**config.mk**
```make
export PLATFORM = sky130hd
export DESIGN_NAME = tws_slave
export DESIGN_NICKNAME = d
export VERILOG_FILES = /design/src/inc/tws_pkg.sv /design/src/design/tws_pin_filt.sv /design/src/design/tws_shift_byte.sv /design/src/design/tws_slave.sv
export SDC_FILE = /design/constraint.sdc
export NUM_CORES = 1
export LEC_CHECK = 0
export ABC_AREA = 1
export CAP_MARGIN = 10
export CORE_ASPECT_RATIO = 1.2
export CORE_MARGIN = 4
export CORE_UTILIZATION = 45
export CTS_BUF_LIST = sky130_fd_sc_hd__clkbuf_8 sky130_fd_sc_hd__clkbuf_16
export DETAILED_ROUTE_END_ITERATION = 10
export DONT_BUFFER_PORTS = 1
export SETUP_SLACK_MARGIN = 0.2
export SYNTH_ARGS = -nofsm -noshare
export SYNTH_HDL_FRONTEND = slang
export SYNTH_HIERARCHICAL = 1
export SYNTH_SLANG_ARGS = --single-unit
```
**constraint.sdc**
```tcl
create_clock -name clk_sys -period 4.9 [get_ports clk_sys]
set_clock_uncertainty 0.1 [all_clocks]
set_input_delay 0.245 -clock clk_sys [delete_from_list [all_inputs] [get_ports clk_sys]]
set_output_delay 0.245 -clock clk_sys [all_outputs]
set_load 0.005 [all_outputs]
```
**src/inc/tws_pkg.sv**
```systemverilog
// Purpose: Shared constants and types of the two-wire register access slave
// Assumes: 100 MHz system clock, serial clock far slower than it
// Notes:   Device addresses are the full 8-bit address byte values
package tws_pkg;

  // Address bytes answered, chosen by the address select strap
  localparam logic [7:0] WR_ADDR_STRAP_LO = 8'h0090; // Write, strap low
  localparam logic [7:0] RD_ADDR_STRAP_LO = 8'h0091; // Read, strap low
  localparam logic [7:0] WR_ADDR_STRAP_HI = 8'h00BA; // Write, strap high
  localparam logic [7:0] RD_ADDR_STRAP_HI = 8'h00BB; // Read, strap high

  // Address byte layout
  localparam int         DEV_ADDR_MSB = 7;          // Top of 7-bit address
  localparam int         DEV_ADDR_LSB = 1;          // Bottom of 7-bit address
  localparam int         DIR_BIT      = 0;          // Direction bit
  localparam logic       DIR_READ     = 1'b1;       // 1 requests a read

  // Byte framing
  localparam int         BYTE_W       = 8;          // Bits per byte
  localparam logic [3:0] BYTE_BITS    = 4'h8;       // Bits before ack slot
  localparam int         REG_ADDR_W   = 16;         // Register address width

  // Input conditioning
  localparam int         SYNC_STAGES  = 2;          // Synchroniser depth
  localparam int         FILT_LEN     = 2;          // Agreeing samples needed

  // Serial clock limit against the pixel clock, host side bound
  localparam int         SCL_PIX_DIV  = 22;         // Pixel clock divisor

  // Index of the byte received after a write address byte
  localparam logic [1:0] IDX_ADDR_HI  = 2'h0;       // Register address high
  localparam logic [1:0] IDX_ADDR_LO  = 2'h1;       // Register address low
  localparam logic [1:0] IDX_DATA     = 2'h2;       // Write data bytes

  // Link state machine
  typedef enum logic [2:0] {
    ST_IDLE, ST_DEVADDR, ST_DEVACK, ST_RXBYTE,
    ST_RXACK, ST_TXBYTE, ST_TXACK, ST_IGNORE
  } tws_state_t;

endpackage : tws_pkg

```
**src/design/tws_pin_filt.sv**
```systemverilog
// Purpose: Synchronise and deglitch asynchronous pin inputs
// Assumes: Idle level of every input is high
// Notes:   Output changes only after FILT samples agree
`timescale 1ns/1ps
`default_nettype none
module tws_pin_filt #(
  parameter int W    = 2,                     // Number of inputs
  parameter int FILT = tws_pkg::FILT_LEN      // Agreeing samples needed
) (
  input  wire logic         clk_sys,          // System clock
  input  wire logic         rstn,             // Async reset, active low
  input  wire logic [W-1:0] raw_in,           // Pins from outside
  output logic      [W-1:0] clean_out         // Filtered levels
);
  import tws_pkg::*;

  genvar gi;
  generate
    for (gi = 0; gi < W; gi++) begin : g_bit
      logic            meta_r;               // First stage, read by sync_r only
      logic            sync_r;               // Second stage
      logic [FILT-1:0] hist_r;               // Recent synchronised samples
      logic            clean_r;              // Filtered level of this bit

      // Two-stage synchroniser, reset to idle high
      always_ff @(posedge clk_sys or negedge rstn) begin
        if (!rstn) begin
          meta_r <= 1'b1;
          sync_r <= 1'b1;
        end else begin
          meta_r <= raw_in[gi];
          sync_r <= meta_r;
        end
      end

      // History feeds a hysteresis filter; short spikes never pass
      always_ff @(posedge clk_sys or negedge rstn) begin
        if (!rstn) begin
          hist_r  <= '1;
          clean_r <= 1'b1;
        end else begin
          hist_r <= {hist_r[FILT-2:0], sync_r};
          if (&hist_r) begin
            clean_r <= 1'b1;
          end else if (~|hist_r) begin
            clean_r <= 1'b0;
          end
        end
      end

      // One writer per bit keeps the output vector single-driven
      assign clean_out[gi] = clean_r;
    end
  endgenerate

endmodule : tws_pin_filt
`default_nettype wire

```
**src/design/tws_shift_byte.sv**
```systemverilog
// Purpose: Byte shift register, MSB first, shared by receive and send
// Assumes: load and shift never in the same cycle
// Notes:   Load wins if both come together
`timescale 1ns/1ps
`default_nettype none
module tws_shift_byte #(
  parameter int W = tws_pkg::BYTE_W           // Register width
) (
  input  wire logic         clk_sys,          // System clock
  input  wire logic         rstn,             // Async reset, active low
  input  wire logic         load,             // Parallel load strobe
  input  wire logic [W-1:0] load_val,         // Value to load
  input  wire logic         shift,            // Shift strobe
  input  wire logic         bit_in,           // Bit entering at LSB
  output logic      [W-1:0] data              // Register contents
);
  import tws_pkg::*;

  // Shift left so the MSB leaves first
  always_ff @(posedge clk_sys or negedge rstn) begin
    if (!rstn) begin
      data <= '0;
    end else if (load) begin
      data <= load_val;
    end else if (shift) begin
      data <= {data[W-2:0], bit_in};
    end
  end

endmodule : tws_shift_byte
`default_nettype wire

```
**src/design/tws_slave.sv**
```systemverilog
// Purpose: Two-wire serial slave giving access to a 16-bit register space
// Assumes: Host drives the serial clock; register data ready with read pulse
// Notes:   Data line is open drain: drive low with sda_oe, release otherwise
// Function
// - First byte: 7-bit address on top, LSB 0 write, 1 read.
// - Strap low: answer address bytes 0x90 write, 0x91 read.
// - Strap high: answer address bytes 0xBA write, 0xBB read.
// - After each byte transmitter releases data; receiver pulls low to acknowledge.
// - Data left high in acknowledge slot means no-acknowledge.
// - Data rising while clock high is stop; ends the transaction.
// - Acknowledge the address byte only when it matches our address.
// - Write carries 16-bit register address, high byte first, each acknowledged.
// - Acknowledge each write data byte, then step the register address.
// - Random read: address write without data, then repeated start.
// - After read address byte, send bytes from the loaded address.
// - Host acknowledges read bytes; address steps after each sent byte.
// - Host no-acknowledge ends a read; release the data line then.
// - Read without address write returns current register address.
// - Sequential read continues over successive addresses until no-acknowledge.
// - Single write: address byte, two register address bytes, one data byte.
// - Data falling while clock high is a start or repeated start.
// - Bytes go MSB first, one bit per clock; data moves while low.
`timescale 1ns/1ps
`default_nettype none
module tws_slave #(
  parameter int AW = tws_pkg::REG_ADDR_W      // Register address width
) (
  input  wire logic          clk_sys,               // System clock, 100 MHz
  input  wire logic          rstn,                  // Async reset, active low
  input  wire logic          scl_in,                // Serial clock pin
  input  wire logic          sda_in,                // Data pin level
  output logic               sda_out,               // Data drive level
  output logic               sda_oe,                // Data drive enable
  input  wire logic          address_select_strap,  // Address select strap
  output logic [AW-1:0]      reg_addr,              // Register address
  output logic               reg_wr_pulse,          // Write strobe
  output logic [7:0]         reg_wr_data,           // Write data
  output logic               reg_rd_pulse,          // Read strobe
  input  wire logic [7:0]    reg_rd_data            // Read data, valid on strobe
);
  import tws_pkg::*;

  tws_state_t  state_r;             // Link state
  tws_state_t  state_nxt;           // Next link state
  logic [2:0]  pins_f;              // Filtered strap, data, clock
  logic        scl_f;               // Filtered clock
  logic        sda_f;               // Filtered data
  logic        strap_f;             // Filtered strap
  logic        scl_q;               // Clock one cycle back
  logic        sda_q;               // Data one cycle back
  logic        scl_rise;            // Clock rising
  logic        scl_fall;            // Clock falling
  logic        start_det;           // Start or repeated start
  logic        stop_det;            // Stop
  logic [3:0]  bit_cnt_r;           // Bits of current byte
  logic        byte_end;            // Falling edge after eighth bit
  logic        in_byte;             // State shifts bits
  logic [7:0]  shift_data;          // Shift register contents
  logic [7:0]  own_wr_addr;         // Selected write address byte
  logic        dev_match;           // Address byte is ours
  logic        dir_rd_r;            // Current transfer is a read
  logic        ack_seen_r;          // Host acknowledged last byte
  logic [1:0]  rx_idx_r;            // Index of received byte
  logic        sda_oe_r;            // Drive enable register
  logic        wr_pulse_r;          // Write strobe register
  logic [7:0]  wr_data_r;           // Write data register
  logic        rd_pulse_r;          // Read strobe register
  logic [AW-1:0] addr_r;            // Internal register address

  // Pins pass two flops and a filter before any logic here
  tws_pin_filt #(
    .W    (3),
    .FILT (FILT_LEN)
  ) u_filt (
    .clk_sys   (clk_sys),
    .rstn      (rstn),
    .raw_in    ({address_select_strap, sda_in, scl_in}),
    .clean_out (pins_f)
  );

  assign scl_f   = pins_f[0];
  assign sda_f   = pins_f[1];
  assign strap_f = pins_f[2];

  // Previous filtered levels for edge finding
  always_ff @(posedge clk_sys or negedge rstn) begin
    if (!rstn) begin
      scl_q <= 1'b1;
      sda_q <= 1'b1;
    end else begin
      scl_q <= scl_f;
      sda_q <= sda_f;
    end
  end

  // Edges and bus conditions
  assign scl_rise  = scl_f & ~scl_q;
  assign scl_fall  = ~scl_f & scl_q;
  assign start_det = scl_f & scl_q & sda_q & ~sda_f;
  assign stop_det  = scl_f & scl_q & ~sda_q & sda_f;
  assign byte_end  = scl_fall && (bit_cnt_r == BYTE_BITS);
  assign in_byte   = (state_r == ST_DEVADDR) || (state_r == ST_RXBYTE) ||
                     (state_r == ST_TXBYTE);

  // Address compare ignores direction; strap picks the pair
  assign own_wr_addr = strap_f ? WR_ADDR_STRAP_HI : WR_ADDR_STRAP_LO;
  assign dev_match   = shift_data[DEV_ADDR_MSB:DEV_ADDR_LSB] ==
                       own_wr_addr[DEV_ADDR_MSB:DEV_ADDR_LSB];

  // Shared byte shifter: samples on rise, sends MSB first
  tws_shift_byte #(
    .W (BYTE_W)
  ) u_shift (
    .clk_sys  (clk_sys),
    .rstn     (rstn),
    .load     (rd_pulse_r),
    .load_val (reg_rd_data),
    .shift    (scl_rise && in_byte),
    .bit_in   (sda_f),
    .data     (shift_data)
  );

  // Next state; stop and start override everything
  always_comb begin
    state_nxt = state_r;
    if (stop_det) begin
      state_nxt = ST_IDLE;
    end else if (start_det) begin
      state_nxt = ST_DEVADDR;
    end else if (scl_fall) begin
      unique case (state_r)
        ST_DEVADDR: begin
          if (byte_end) begin
            state_nxt = dev_match ? ST_DEVACK : ST_IGNORE;
          end
        end
        ST_DEVACK: begin
          state_nxt = dir_rd_r ? ST_TXBYTE : ST_RXBYTE;
        end
        ST_RXBYTE: begin
          if (byte_end) begin
            state_nxt = ST_RXACK;
          end
        end
        ST_RXACK: begin
          state_nxt = ST_RXBYTE;
        end
        ST_TXBYTE: begin
          if (byte_end) begin
            state_nxt = ST_TXACK;
          end
        end
        ST_TXACK: begin
          state_nxt = ack_seen_r ? ST_TXBYTE : ST_IGNORE;
        end
        ST_IDLE, ST_IGNORE: begin
          state_nxt = state_r;
        end
      endcase
    end
  end

  // State register
  always_ff @(posedge clk_sys or negedge rstn) begin
    if (!rstn) begin
      state_r <= ST_IDLE;
    end else begin
      state_r <= state_nxt;
    end
  end

  // Bit counter restarts with every new byte or slot
  always_ff @(posedge clk_sys or negedge rstn) begin
    if (!rstn) begin
      bit_cnt_r <= '0;
    end else if (start_det || (scl_fall && (state_nxt != state_r))) begin
      bit_cnt_r <= '0;
    end else if (scl_rise && in_byte) begin
      bit_cnt_r <= bit_cnt_r + 4'h1;
    end
  end

  // Direction latched from the address byte
  always_ff @(posedge clk_sys or negedge rstn) begin
    if (!rstn) begin
      dir_rd_r <= 1'b0;
    end else if (state_r == ST_DEVADDR && byte_end) begin
      dir_rd_r <= shift_data[DIR_BIT] == DIR_READ;
    end
  end

  // Host answer sampled while clock is high in its slot
  always_ff @(posedge clk_sys or negedge rstn) begin
    if (!rstn) begin
      ack_seen_r <= 1'b0;
    end else if (state_r == ST_TXACK && scl_rise) begin
      ack_seen_r <= ~sda_f;
    end else if (state_r != ST_TXACK) begin
      ack_seen_r <= 1'b0;
    end
  end

  // Data drive changes only on clock fall, start or stop, so it is stable while high otherwise
  always_ff @(posedge clk_sys or negedge rstn) begin
    if (!rstn) begin
      sda_oe_r <= 1'b0;
    end else if (stop_det || start_det) begin
      sda_oe_r <= 1'b0;
    end else if (scl_fall) begin
      sda_oe_r <= (state_nxt == ST_DEVACK) || (state_nxt == ST_RXACK) ||
                  (state_nxt == ST_TXBYTE && !shift_data[BYTE_W-1]);
    end
  end

  // Index of received bytes; restarts after every start
  always_ff @(posedge clk_sys or negedge rstn) begin
    if (!rstn) begin
      rx_idx_r <= IDX_ADDR_HI;
    end else if (start_det) begin
      rx_idx_r <= IDX_ADDR_HI;
    end else if (state_r == ST_RXBYTE && byte_end && rx_idx_r != IDX_DATA) begin
      rx_idx_r <= rx_idx_r + 2'h1;
    end
  end

  // Write strobe with data, one cycle, address held steady during it
  always_ff @(posedge clk_sys or negedge rstn) begin
    if (!rstn) begin
      wr_pulse_r <= 1'b0;
      wr_data_r  <= '0;
    end else begin
      wr_pulse_r <= state_r == ST_RXBYTE && byte_end && rx_idx_r == IDX_DATA;
      if (state_r == ST_RXBYTE && byte_end && rx_idx_r == IDX_DATA) begin
        wr_data_r <= shift_data;
      end
    end
  end

  // Read strobe: after our read address byte, or after host ack
  always_ff @(posedge clk_sys or negedge rstn) begin
    if (!rstn) begin
      rd_pulse_r <= 1'b0;
    end else begin
      rd_pulse_r <= (state_r == ST_DEVADDR && byte_end && dev_match &&
                     shift_data[DIR_BIT] == DIR_READ) ||
                    (state_r == ST_TXACK && scl_rise && !sda_f);
    end
  end

  // Register address: loaded high then low, stepped after each data byte
  // It survives stops so a bare read continues where the last left off
  always_ff @(posedge clk_sys or negedge rstn) begin
    if (!rstn) begin
      addr_r <= '0;
    end else if (state_r == ST_RXBYTE && byte_end && rx_idx_r == IDX_ADDR_HI) begin
      addr_r[AW-1:AW-8] <= shift_data;
    end else if (state_r == ST_RXBYTE && byte_end && rx_idx_r == IDX_ADDR_LO) begin
      addr_r[7:0] <= shift_data;
    end else if (wr_pulse_r) begin
      addr_r <= addr_r + AW'(1);
    end else if (state_r == ST_TXBYTE && byte_end) begin
      addr_r <= addr_r + AW'(1);
    end
  end

  // Outputs straight from flops; open drain pulls low only
  always_ff @(posedge clk_sys or negedge rstn) begin
    if (!rstn) begin
      sda_out <= 1'b0;
    end else begin
      sda_out <= 1'b0;
    end
  end

  assign sda_oe       = sda_oe_r;
  assign reg_addr     = addr_r;
  assign reg_wr_pulse = wr_pulse_r;
  assign reg_wr_data  = wr_data_r;
  assign reg_rd_pulse = rd_pulse_r;
endmodule : tws_slave
`default_nettype wire

```
# After elaboration in Yosys (flattened, before gate mapping)
# Index checks and enable logic that the tools add are counted.
[totals] ff_bits=63 out_inout_bits=28 elab_cells=136
[classes] n_mux=32 n_bitwise=12 n_eq_ne=21 reduce_logical=42 n_addsub=3
[op_table] operator="$mux 8" count=5
[op_table] operator="$mux 16" count=2
[op_table] operator="$mux 3" count=8
[op_table] operator="$pmux 3 s7" count=1
[op_table] operator="$eq 3x3->1 const B" count=6
[op_table] operator="$add 16x1->16 const B" count=1
[op_table] operator="$logic_and 1x1->1" count=15
[op_table] operator="$mux 1" count=10
[op_table] operator="$reduce_and 2->1" count=5
[op_table] operator="$reduce_bool 2->1" count=5
[op_table] operator="$eq 3x2->1 const B" count=3
[op_table] operator="$mux 4" count=2
[op_table] operator="$reduce_or 2->1" count=4
[op_table] operator="$and 1x1->1" count=7
[op_table] operator="$eq 7x7->1" count=1
[op_table] operator="$logic_or 1x1->1" count=7
[op_table] operator="$mux 2" count=3
[op_table] operator="$mux 6" count=1
[op_table] operator="$ne 2x1->1 const B" count=3
[op_table] operator="$reduce_bool 3->1" count=2
[op_table] operator="$not 1->1" count=5
[op_table] operator="$add 4x1->4 const B" count=1
[op_table] operator="$eq 4x4->1 const B" count=1
[op_table] operator="$ne 2x2->1 const B" count=2
[op_table] operator="other kinds (9)" count=10

# Depth between registers and ports, before layout
# Gate-level depths: netlist of run 1.
[depth] ltp_word=13 mapped_depth=17 mapped_depth_nobuf=16

# Cells and area by module
# Netlist of run 1, hierarchy kept.
[modules_own_cells] module="tws_slave" instances=1 area_each_um2=2391.0 cells_each=302
[modules_own_cells] module="tws_pin_filt" instances=1 area_each_um2=499.2 cells_each=33
[modules_own_cells] module="tws_shift_byte" instances=1 area_each_um2=374.1 cells_each=44

# Least setup slack after synthesis of run 1
# No wires, ideal clock.
[synth_timing] kind="register to register" from="register bit_cnt_r[0]" to="register wr_data_r[4], in the netlist reg_wr_data[4]" period_less_slack_ns=1.825 arrival_time_ns=1.600 setup_ns=0.125 required_time_ns=4.675 stages_incl_launch_ff=9 slack_ns=3.075 n_path_buf=1 cell_sequence="dfrtp_1 -> inv_1 -> ha_1 -> nand3_1 -> nor2_4 -> nand2_4 -> nor2_2 -> buf_4 -> mux2_2"
[synth_via] elab_chain_len=4
[synth_lines] item="start: declaration" line_no="tws_slave.sv:55" rtl="logic [3:0] bit_cnt_r;"
[synth_lines] item="start signal: assignment" line_no="tws_slave.sv:179" rtl="bit_cnt_r <= bit_cnt_r + 4'h1;"
[synth_lines] item="$eq 4x4->1" line_no="tws_slave.sv:101" rtl="assign byte_end = scl_fall && (bit_cnt_r == BYTE_BITS);"
[synth_lines] item="$logic_and 1x1->1" line_no="tws_slave.sv:101"
[synth_lines] item="$logic_and 1x1->1 (2 in series)" line_no="tws_slave.sv:233" rtl="if (state_r == ST_RXBYTE && byte_end && rx_idx_r == IDX_DATA) begin"
[synth_lines] item="end signal: assignment" line_no="tws_slave.sv:234" rtl="wr_data_r <= shift_data;"
[synth_lines] item="end: declaration" line_no="tws_slave.sv:66" rtl="logic [7:0] wr_data_r;"
# No other way between the ends.
# A chain may end at the register's enable or synchronous reset.

# Final worst setup path of run 1
[layout_timing] from="register bit_cnt_r[0]" to="register wr_data_r[7], in the netlist reg_wr_data[7]"
# Same word-level chain as after synthesis.

==> results of run 1 <==
## worst max-delay path: stages (launching register included)
cell and delay, ns:
dfrtp_1 0.42, inv_1 0.07, ha_1 0.16, nand3_1 0.12, nor2_4 0.19, nand2_4 0.09, nor2_2 0.39, mux2_2 0.39
## final cells by class
type                    count  area, sq um  share of cell area [%]
clock buffers               9        123.9                   3.372
repair buffers             13        147.6                   4.019
well taps                  87        108.9                   2.963
clock inverters             7        97.59                   2.657
multi-input cells         263         1428                   38.86
inverters                  44        170.2                   4.632
flip-flops and latches     63         1598                   43.49
## routing by layer
metal	wire length, microns	vias to the layer above
met5	0	-
met4	215	0
met3	320	22
met2	3371	50
met1	2864	1158
li1	-	1260
## kinds of logic after synthesis
group           count (synthesis)  share of synthesized area, %
flops                          63                         48.95
mux                             4                         1.380
simple gates                  191                         26.60
compound gates                 44                         8.433
other cells                     1                        0.1149
fa+ha+maj                       9                         3.450
xor+xnor                       14                         3.756
buf+inv                        53                         7.321
## where the power goes
part	leakage (nW)	total [mW]	switching, mW	internal [mW]
clock network	0.105	0.501	0.214	0.287
logic	0.815	0.322	0.205	0.117
registers	0.800	0.701	0.106	0.594
total	1.72	1.52	0.526	0.998
## worst max path at each step
| stage | to | slack [ns] | from |
|---|---|---|---|
| finish | reg_wr_data[7] | 2.88 | bit_cnt_r[0] |
| global placement | reg_wr_data[4] | 2.92 | bit_cnt_r[0] |
| floorplan | reg_wr_data[4] | 3.08 | bit_cnt_r[0] |
| CTS | reg_wr_data[1] | 2.87 | bit_cnt_r[0] |
| global route | bit_cnt_r[3] | 2.68 | u_filt/g_bit[0].clean_r |
| detailed placement | reg_wr_data[4] | 2.88 | bit_cnt_r[0] |
## placed cells by master, fill, tap and decap left out, types with 2 or more instances in the layout
master and count:
a21oi_1 8, a31oi_1 2, bufinv_16 2, clkbuf_8 9
clkinv_4 2, clkinvlp_4 2, dfrtp_1 46, dfstp_2 17
dlygate4sd3_1 12, ha_1 9, inv_1 32, inv_2 10
inv_4 2, mux2_2 4, nand2_1 102, nand2_2 6
nand2_4 2, nand3_1 39, nand4_1 4, nor2_1 25
nor2_2 3, nor2_4 5, nor3_1 2, o211ai_1 6
o21a_1 4, o21ai_0 14, o21ai_1 4, o221ai_1 2
xor2_1 13
## state kept, by name, summed over array words and instances (netlist names)
register / flops
u_shift/data: 8
bit_cnt_r: 4
reg_wr_data: 8
state_r: 3
reg_rd_pulse: 1
ack_seen_r: 1
scl_q: 1
u_filt/g_bit.hist_r: 6
reg_wr_pulse: 1
u_filt/g_bit.sync_r: 3
u_filt/g_bit.clean_r: 3
u_filt/g_bit.meta_r: 3
sda_oe: 1
reg_addr: 16
dir_rd_r: 1
sda_q: 1
rx_idx_r: 2
## stage by stage
| step | setup WS (ns) | hold slack, ns |
|---|---|---|
| floorplan | 3.075 | -0.1506 |
| global placement | 2.916 | -0.1489 |
| detailed placement | 2.884 | -0.1488 |
| CTS | 2.871 | 0.2586 |
| global route | 2.679 | 0.2608 |
| finish | 2.881 | 0.2541 |
==> summary.txt, run 1 <==
Logic synthesis
  • Seq cells post-synth: 63
  • Syn. warnings: 6
  • Count leader, synth: nand2_1
  • Synth cell types: 36
  • Synth Net Count: 401
  • Post-synth top area share: 35.26%
  • Largest cells by area after synthesis: dfrtp_1, dfstp_2, nand2_1, nand3_1, inv_1
  • Number of synthesized flops with an enable pin: 0
  • Mapped Area: between 0.003 and 0.004 sq mm
  • Syn_area_per_cell: roughly 8.6 sq um
  • Commonest cells post-synth: nand2_1, dfrtp_1, nand3_1, inv_1, nor2_1
  • Syn Inst Count: roughly 380
  • Top FF cell, synth: dfrtp_1
  • Register area share after synthesis: approximately 49%
  • FFs w/ async S/R, synth: between 90% and 100%
  • Synth area leader: dfrtp_1

Setup path
  • Setup CP Type: register to register
  • Worst setup SP type: register
  • R2R depth: 7
  • Data arrival, critical path: roughly 2.2 ns
  • Crit end category: register
  • Crit-path max FO: 13
  • R2R Path End: reg_wr_data[7]
  • Reg2reg start: bit_cnt_r[0]
  • Worst R2R Setup Slack: between 2 and 3 ns
  • Worst Path Required: ~5 ns

Route
  • Residual DRC: 0
  • Vias after detailed routing: ~2,500
  • Initial DRC Count: 81
  • WL per Instance: 13.93 microns
  • Drt pass-1 iters: 4
  • Final wirelength: 6772 microns
  • Post-route ant nets: 0
  • DR vias/cell: 5.123

Pwr
  • Leakage power: about 1.7 nW
  • Maximum vdd drop: ~190 uV
  • Power per Cell Area: slightly above 400 mW/mm^2
  • Total power: around 1.5 mW

Worst hold path
  • Worst hold start: u_filt/g_bit[0].meta_r
  • Min-delay worst type: register to register
  • Hold path depth: 0
  • Hold endpoint: u_filt/g_bit[0].sync_r

Die
  • IO Count: a little over 40
  • Initial Util: 47.06%
  • Chip width: 85.75 microns
  • Die area: a little under 0.009 sq mm
  • Core footprint: between 0.006 and 0.007 sq mm
  • Die H: around 100 microns
  • Rows: 33

Cells and area
  • Fillers: 640
  • Area grow syn2layout: 12.53%
  • Final Non-Filler Cells: just under 500
  • Final #Nets: roughly 420
  • Share of layout cells above drive strength 1: ~17%
  • # diodes: 0
  • Final Util: 52.96%
  • Final Cell Area: between 0.003 and 0.004 sq mm

Global routing
  • First-pass GRT wire length: about 11,000 microns
  • Pin count of the biggest net entering global routing: 64
  • GRT met3 Usage: under 10%
  • Initial antenna violation count: 0
  • Met2 usage: between 20% and 30%
  • Gr usage total: between 10% and 20%
  • Grt ovf: 0
  • Met1 usage: between 15 and 20%
  • Vias in the first global route: roughly 2,400
  • Grt peak-use layer: met2

Run
  • Max Cap Viol: 0

STA
  • Final Hold Violating Endpoints: 0
  • FMAX: around 500 MHz
  • RSZ-0062 raised after global routing: no
  • Slew Viols, Final: 0
  • Final min period: a little over 2 ns
  • Fin Setup TNS: 0 ns
  • Final Cycle Share: 41.20%
  • # setup viols final: 0

Clocking
  • CTS Buf Count: 9
  • Clock sinks: 63
  • CTS Buffer Depth: 2
  • Latest clock arrival within the worst-skew pair: between 0.3 and 0.4 ns
  • Root Driver: clkbuf_8
  • # hold bufs at CTS: 13
  • CTS tree: built
  • CTS resizes: 0
  • Post-CTS Setup Bufs: 0
  • Reg clk slew, reported paths: approximately 0.07 ns
  • Htree depth: 3

Status
  • Outcome: completed

Placed design
  • Placed Area: approximately 0.0033 sq mm
  • Cell count after placement: 457
  • Half-perimeter wire length after detailed placement: 4818 microns
  • Port bufs: 0
  • RD Place Congestion: between 0.8 and 0.9
Note: power is estimated with default switching activity, not from simulation.
==> run 2: changes to the inputs <==
- ABC_AREA: 1 -> 0
- clock period: 4.9 -> 1.91 ns (I/O delays scaled with it)
==> run 2 against run 1 <==
  * Flip-flop and latch count unchanged
  * Clock power rose to 2.6 times the previous value
  * Sequential power up 130%
  * Largest power group unchanged
  * Non-clock buffer count grew 66
  * Total power grew to 2.7 times the previous value
  * The flow now finishes with violations (negative setup slack)
  * Maximum frequency is 2.8% lower
  * Critical path type unchanged
  * Count of clock-buffer cells in the layout is 2 higher
==> summary.txt, run 2 <==
Status
  • Outcome: finished with violations (was completed)
  • Failing checks: negative setup slack

Cells and area
  • Final #Nets: 421 (was 416)
  • Most common cell after layout, fill and taps aside: buf_4 (was nand2_1)
  • # diodes: 0 (unchanged)
  • Most frequent cells in the layout: buf_4, dfrtp_1, nand2_1 (was nand2_1, dfrtp_1, nand3_1)
  • Max reg flops: 16 (unchanged)
  • Share of layout cells above drive strength 1: 37.13% (was 17.29%)
  • Final Non-Filler Cells: 491 (was 486)
  • Area grow syn2layout: 36.75% (was 12.53%)
  • Final Util: 63.83% (was 52.96%)

Route
  • DR vias/cell: 5.554 (was 5.123)
  • Initial DRC Count: 140 (was 81)
  • Post-route ant nets: 0 (unchanged)
  • Final wirelength: 8371 microns (was 6772 microns)
  • Residual DRC: 0 (unchanged)
  • Drt pass-1 iters: 4 (unchanged)
  • WL per Instance: 17.05 microns (was 13.93 microns)
  • Vias after detailed routing: 2,727 (was 2,490)

Logic synthesis
  • Syn. warnings: 6 (unchanged)
  • Synth Net Count: 348 (was 401)
  • Commonest cells post-synth: dfrtp_1, nand2_1, a21oi_1, nor2_1, o21ai_0 (was nand2_1, dfrtp_1, nand3_1, inv_1, nor2_1)
  • Syn Inst Count: 326 (was 379)
  • Count leader, synth: dfrtp_1 (was nand2_1)
  • Mapped Area: 0.003238 sq mm (was 0.003264 sq mm)
  • Largest cells by area after synthesis: dfrtp_1, dfstp_2, nand2_1, ha_1, a21oi_1 (was dfrtp_1, dfstp_2, nand2_1, nand3_1, inv_1)
  • Top FF cell, synth: dfrtp_1 (unchanged)
  • Syn_area_per_cell: 9.933 sq um (was 8.613 sq um)
  • Register area share after synthesis: 49.34% (was 48.95%)
  • Post-synth top area share: 35.55% (was 35.26%)
  • Synth cell types: 48 (was 36)
  • Seq cells post-synth: 63 (unchanged)
  • Synth area leader: dfrtp_1 (unchanged)
  • FFs w/ async S/R, synth: 100.0% (unchanged)
  • Number of synthesized flops with an enable pin: 0 (unchanged)

STA
  • Final min period: 2.076 ns (was 2.019 ns)
  • Final WS setup: -0.1664 ns (was 2.881 ns)
  • FMAX: 481.6 MHz (was 495.4 MHz)
  • # setup viols final: 22 (was 0)
  • Final Hold Violating Endpoints: 0 (unchanged)
  • Fin Setup TNS: -1.783 ns (was 0 ns)
  • Slew Viols, Final: 0 (unchanged)
  • Final Cycle Share: 108.7% (was 41.20%)
  • RSZ-0062 raised after global routing: yes (was no)

Die
  • IO Count: 41 (unchanged)
  • Rows: 33 (unchanged)
  • Chip width: 85.44 microns (was 85.75 microns)
  • Die H: 100.9 microns (was 101.3 microns)
  • Die area: 0.008623 sq mm (was 0.008686 sq mm)
  • Core footprint: 0.006937 sq mm (unchanged)
  • Initial Util: 46.68% (was 47.06%)

Pwr
  • Maximum vdd drop: 649.8 uV (was 185.8 uV)
  • Power per Cell Area: 914.7 mW/mm^2 (was 414.8 mW/mm^2)
  • Total power: 4.050 mW (was 1.524 mW)
  • Leakage power: 1.876 nW (was 1.720 nW)

Clocking
  • Latest clock arrival within the worst-skew pair: 0.35 ns (about the same)
  • Clock sinks: 63 (unchanged)
  • Htree depth: 3 (unchanged)
  • CTS tree: built (unchanged)
  • CTS Buffer Depth: 2 (unchanged)
  • Reg clk slew, reported paths: 0.08 ns (was 0.07 ns)
  • Root Driver: clkbuf_8 (unchanged)
  • CTS Buf Count: 9 (unchanged)

Placed design
  • Half-perimeter wire length after detailed placement: 5663 microns (was 4818 microns)
  • Setup WS pre-CTS: -0.1757 ns (was 2.884 ns)
  • RD Place Congestion: 0.8570 (was 0.8430)
  • Cell count after placement: 451 (was 457)
  • Port bufs: 0 (unchanged)

Global routing
  • Vias in the first global route: 2,879 (was 2,367)
  • Pin count of the biggest net entering global routing: 64 (unchanged)
  • Grt ovf: 0 (unchanged)
  • First-pass GRT wire length: 13,880 microns (was 11,450 microns)
  • Gr usage total: 20.48% (was 17.11%)
  • Initial antenna violation count: 0 (unchanged)

Setup path
  • Crit-path cells: nand3b_1 > o31a_1 > buf_4 > a2111oi_4 > nand4_1 > xor2_1 > o21ai_1 (was inv_1 > ha_1 > nand3_1 > nor2_4 > nand2_4 > nor2_2 > mux2_2)
  • Crit-path max FO: 3 (was 13)
  • Worst setup SP type: register (unchanged)
  • Reg2reg start: scl_q (was bit_cnt_r[0])
  • Crit-path slowest cell: dfstp_2 (was dfrtp_1)
  • R2R depth: 7 (unchanged)
  • Setup CP Type: register to register (unchanged)
  • Worst R2R Setup Slack: -0.17 ns (was 2.88 ns)
  • Data arrival, critical path: 2.25 ns (was 2.15 ns)
  • Worst Path Required: 2.08 ns (was 5.03 ns)
  • Critical Path Max Stage Delay: 0.55 ns (was 0.42 ns)
  • Crit end category: register (unchanged)
  • R2R Path End: reg_addr[15] (was reg_wr_data[7])

Worst hold path
  • Min-delay worst type: primary input to asynchronous set/reset pin (was register to register)

Run
  • Max Cap Viol: 0 (unchanged)
run 2: changes by cell type in the layout (fill, tap and decap cells not counted), sizes merged, moves of 6 or more:
cell,previous run,this run
buf,1,66
nand2,110,34
and3,0,7
o21ai,19,33
nor2,33,22
mux2,4,10
o211ai,6,0
xor2,13,6
inv,44,15
nand3,40,14
nor2b,0,6
a21oi,8,22
mux2i,0,11
run 2: report_power, final:
group,total [mW],internal [mW],switching [mW]
sequential,1.58,1.47,0.116
clock,1.30,0.727,0.574
combinational,1.17,0.555,0.611
run 2: how the worst max path moves through the flow:
stage	endpoint	slack (ns)	from	depth (start not counted)
6_report	reg_addr[15]	-0.17	scl_q	7
5_1_grt	reg_addr[15]	-0.26	scl_q	7
4_1_cts	reg_addr[12]	-0.14	scl_q	6
3_5_place_dp	sda_oe	-0.18	u_shift/data[2]	7
3_3_place_gp	sda_oe	-0.15	u_shift/data[2]	7
2_1_floorplan	reg_addr[12]	-0.10	scl_q	7
run 2: layer usage:
layer	vias up	track usage (%)	routed length (microns)
met3	17	3.761	404
met2	70	36.00	4270
met1	1347	24.11	3497
met4	0	9.379	198
li1	1293	-	-
met5	-	0	0
run 2: logic make-up (layout without fill, tap and decap cells):
kind of cell / count (synthesis) / in the layout / share of synthesized area [%]
AOI/OAI and AO/OA: 74 / 74 / 13.76
xor gates and xnor gates: 12 / 12 / 3.246
adders and majority gates: 9 / 9 / 3.478
buffers and inverters: 31 / 109 / 4.637
DFF: 63 / 63 / 49.34
muxes: 21 / 21 / 7.226
other: 1 / 1 / 0.1158
and+or+nand+nor: 115 / 115 / 18.20
run 2: repair_timing:
item                       CTS  global route
buffers inserted             3             8
gates resized for setup     24            26
pin swaps                   10            14
hold endpoints to repair    74             0
setup endpoints to repair   42            42
hold buffers                13             0
run 2: final cells by class:
cell class	count	area [sq um]
clock buffers	11	162.7
clock inverters	5	61.31
fillers	549	2509
inverters	14	56.30
multi-input cells	232	1752
flip-flops and latches	63	1602
well taps	87	108.9
repair buffers	79	685.7
run 2: through the flow:
stage	hold WS [ns]	cell area (sq um)
after floorplan	-0.3001	3349
after global placement	-0.2987	3760
after detailed placement	-0.2985	3760
after CTS	0.1703	4245
after global routing	0.1748	4428
final	0.1746	4428
run 2: critical path: cells and delay by family, from the launching register on:
family	cells	cell delay, ns
DFF	1	0.55
xor gates and xnor gates	1	0.16
buffers and inverters	1	0.15
and+or+nand+nor	2	0.31
AOI/OAI and AO/OA	3	0.72
==> run 3: changes to the inputs <==
- CORE_MARGIN: 4 -> 3
- CTS_CLUSTER_SIZE: not set -> 10
==> run 3 against run 2 <==
  * The flow still finishes with violations (negative setup slack)
  * Non-clock buffer count increased by 23
  * Critical path depth increased by 2
  * Total power increased by 2.4%
  * Maximum frequency decreased by 1.0%
  * Final area increased by 9.2%
  * Cell count increased by 4.7%
  * Via count increased by 5.8%
  * Combinational power increased by 9%
==> summary.txt, run 3 (synthesis results as in run 2) <==
Global routing
  • First-pass GRT wire length: 13,330 microns (was 13,880 microns)
  • Vias in the first global route: 2,783 (was 2,879)
  • Gr usage total: 20.33% (was 20.48%)
  • Grt ovf: 0 (unchanged)
  • Initial antenna violation count: 0 (unchanged)
  • Pin count of the biggest net entering global routing: 64 (unchanged)

STA
  • # setup viols final: 28 (was 22)
  • Final WS setup: -0.1877 ns (was -0.1664 ns)
  • Final min period: 2.098 ns (was 2.076 ns)
  • RSZ-0062 raised after global routing: yes (unchanged)
  • Final Hold Violating Endpoints: 0 (unchanged)
  • Min Hold Slack: 0.1838 ns (was 0.1746 ns)
  • FMAX: 476.7 MHz (was 481.6 MHz)
  • Final Cycle Share: 109.8% (was 108.7%)
  • Slew Viols, Final: 0 (unchanged)

Setup path
  • Worst setup SP type: register (unchanged)
  • Reg2reg start: bit_cnt_r[0] (was scl_q)
  • Worst R2R Setup Slack: -0.19 ns (was -0.17 ns)
  • Worst Path Required: 2.05 ns (was 2.08 ns)
  • R2R depth: 9 (was 7)
  • Crit end category: register (unchanged)
  • Setup CP Type: register to register (unchanged)
  • CP startpoint: bit_cnt_r[0] (was scl_q)
  • R2R Path End: reg_addr[8] (was reg_addr[15])
  • Crit-path max FO: 4 (was 3)
  • Data arrival, critical path: 2.23 ns (was 2.25 ns)

Route
  • DR vias/cell: 5.615 (was 5.554)
  • Residual DRC: 0 (unchanged)
  • Initial DRC Count: 153 (was 140)
  • Vias after detailed routing: 2,886 (was 2,727)
  • Drt pass-1 iters: 4 (unchanged)
  • Final wirelength: 8980 microns (was 8371 microns)
  • Post-route ant nets: 0 (unchanged)
  • WL per Instance: 17.47 microns (was 17.05 microns)

Die
  • IO Count: 41 (unchanged)
  • Die H: 98.93 microns (was 100.9 microns)
  • Rows: 33 (unchanged)
  • Die area: 0.008254 sq mm (was 0.008623 sq mm)
  • Core footprint: 0.006895 sq mm (was 0.006937 sq mm)
  • Chip width: 83.44 microns (was 85.44 microns)
  • Initial Util: 46.96% (was 46.68%)

Cells and area
  • Most common cell after layout, fill and taps aside: buf_4 (unchanged)
  • Final Util: 70.13% (was 63.83%)
  • # diodes: 0 (unchanged)
  • Area grow syn2layout: 49.34% (was 36.75%)
  • Final Non-Filler Cells: 514 (was 491)
  • Final #Nets: 444 (was 421)
  • Most frequent cells in the layout: buf_4, dfrtp_1, nand2_1 (unchanged)
  • Fillers: 462 (was 549)
  • Share of layout cells above drive strength 1: 47.07% (was 37.13%)
  • Max reg flops: 16 (unchanged)

Clocking
  • CTS Buffer Depth: 2 (unchanged)
  • Root Driver: clkbuf_8 (unchanged)
  • CTS tree: built (unchanged)
  • Htree depth: 3 (unchanged)
  • Latest clock arrival within the worst-skew pair: 0.35 ns (about the same)
  • CTS Buf Count: 9 (unchanged)
  • Reg clk slew, reported paths: 0.07 ns (was 0.08 ns)
  • Clock sinks: 63 (unchanged)

Pwr
  • Maximum vdd drop: 692.5 uV (was 649.8 uV)
  • Leakage power: 2.046 nW (was 1.876 nW)
  • Total power: 4.146 mW (was 4.050 mW)
  • Power per Cell Area: 857.4 mW/mm^2 (was 914.7 mW/mm^2)

Worst hold path
  • Hold endpoint: u_filt/g_bit[1].meta_r
  • Worst hold start: sda_in
  • Hold path depth: 1
  • Min-delay worst type: primary input to register (was primary input to asynchronous set/reset pin)

Status
  • Failing checks: negative setup slack (unchanged)
  • Outcome: finished with violations (unchanged)

Placed design
  • RD Place Congestion: 0.9396 (was 0.8570)
  • Half-perimeter wire length after detailed placement: 5335 microns (was 5663 microns)
  • Cell count after placement: 452 (was 451)
  • Port bufs: 0 (unchanged)

Run
  • Max Cap Viol: 0 (unchanged)
==> run 3: routing by layer <==
metal,up-vias,share of wire [%],global-route usage [%]
li1,1334,-,-
met4,0,2.2,9.282
met5,-,0,0
met2,79,53,34.57
met3,19,4.7,5.017
met1,1454,40,24.36
==> run 3: metrics by stage <==
step,instance area [sq um],TNS [ns],setup WS [ns]
global route,4836,-5.455,-0.2588
global placement,3767,-1.711,-0.1704
detailed placement,3767,-2.004,-0.2018
finish,4836,-2.375,-0.1877
CTS,4349,-1.168,-0.1980
floorplan,3349,-0.4364,-0.1017
==> run 3: critical path: stages (launching register included) <==
cell	delay (ns)
dfrtp_1	0.40
inv_2	0.07
ha_4	0.14
nand3b_4	0.11
buf_6	0.14
o31ai_4	0.34
a2111o_1	0.31
nand2b_4	0.17
xor2_2	0.14
a21oi_1	0.07
==> run 3: what timing repair did <==
action | in CTS | in global routing
endpoints found under the hold margin | 74 | 0
resized for setup | 44 | 75
hold buffers | 13 | 0
gates cloned | 1 | 3
buffers inserted | 4 | 25
setup endpoints to repair | 42 | 43
pin swaps | 23 | 37
==> run 3: area by class of cell <==
class | instances | area, sq um | area share (%)
Timing Repair Buffer | 102 | 925.9 | 19.15
Clock buffer | 11 | 162.7 | 3.364
Multi-Input combinational cell | 232 | 1924 | 39.79
Clock inverter | 5 | 61.31 | 1.268
Sequential cell | 63 | 1600 | 33.09
Inverter | 14 | 52.55 | 1.087
Tap cell | 87 | 108.9 | 2.251
==> run 3: where the power goes <==
group,internal (mW),leakage [nW],total [mW],switching [mW]
clock network,0.727,0.115,1.29,0.561
registers,1.47,0.778,1.59,0.125
logic,0.624,1.15,1.27,0.643
==> run 3: worst max-delay path by stage <==
stage                         to  slack (ns)  depth (start not counted)
global route        reg_addr[15]       -0.26                          6
CTS                 reg_addr[14]       -0.20                          6
detailed placement  reg_addr[14]       -0.20                          6
floorplan           reg_addr[12]       -0.10                          7
finish               reg_addr[8]       -0.19                          9
global placement    reg_addr[14]       -0.17                          6
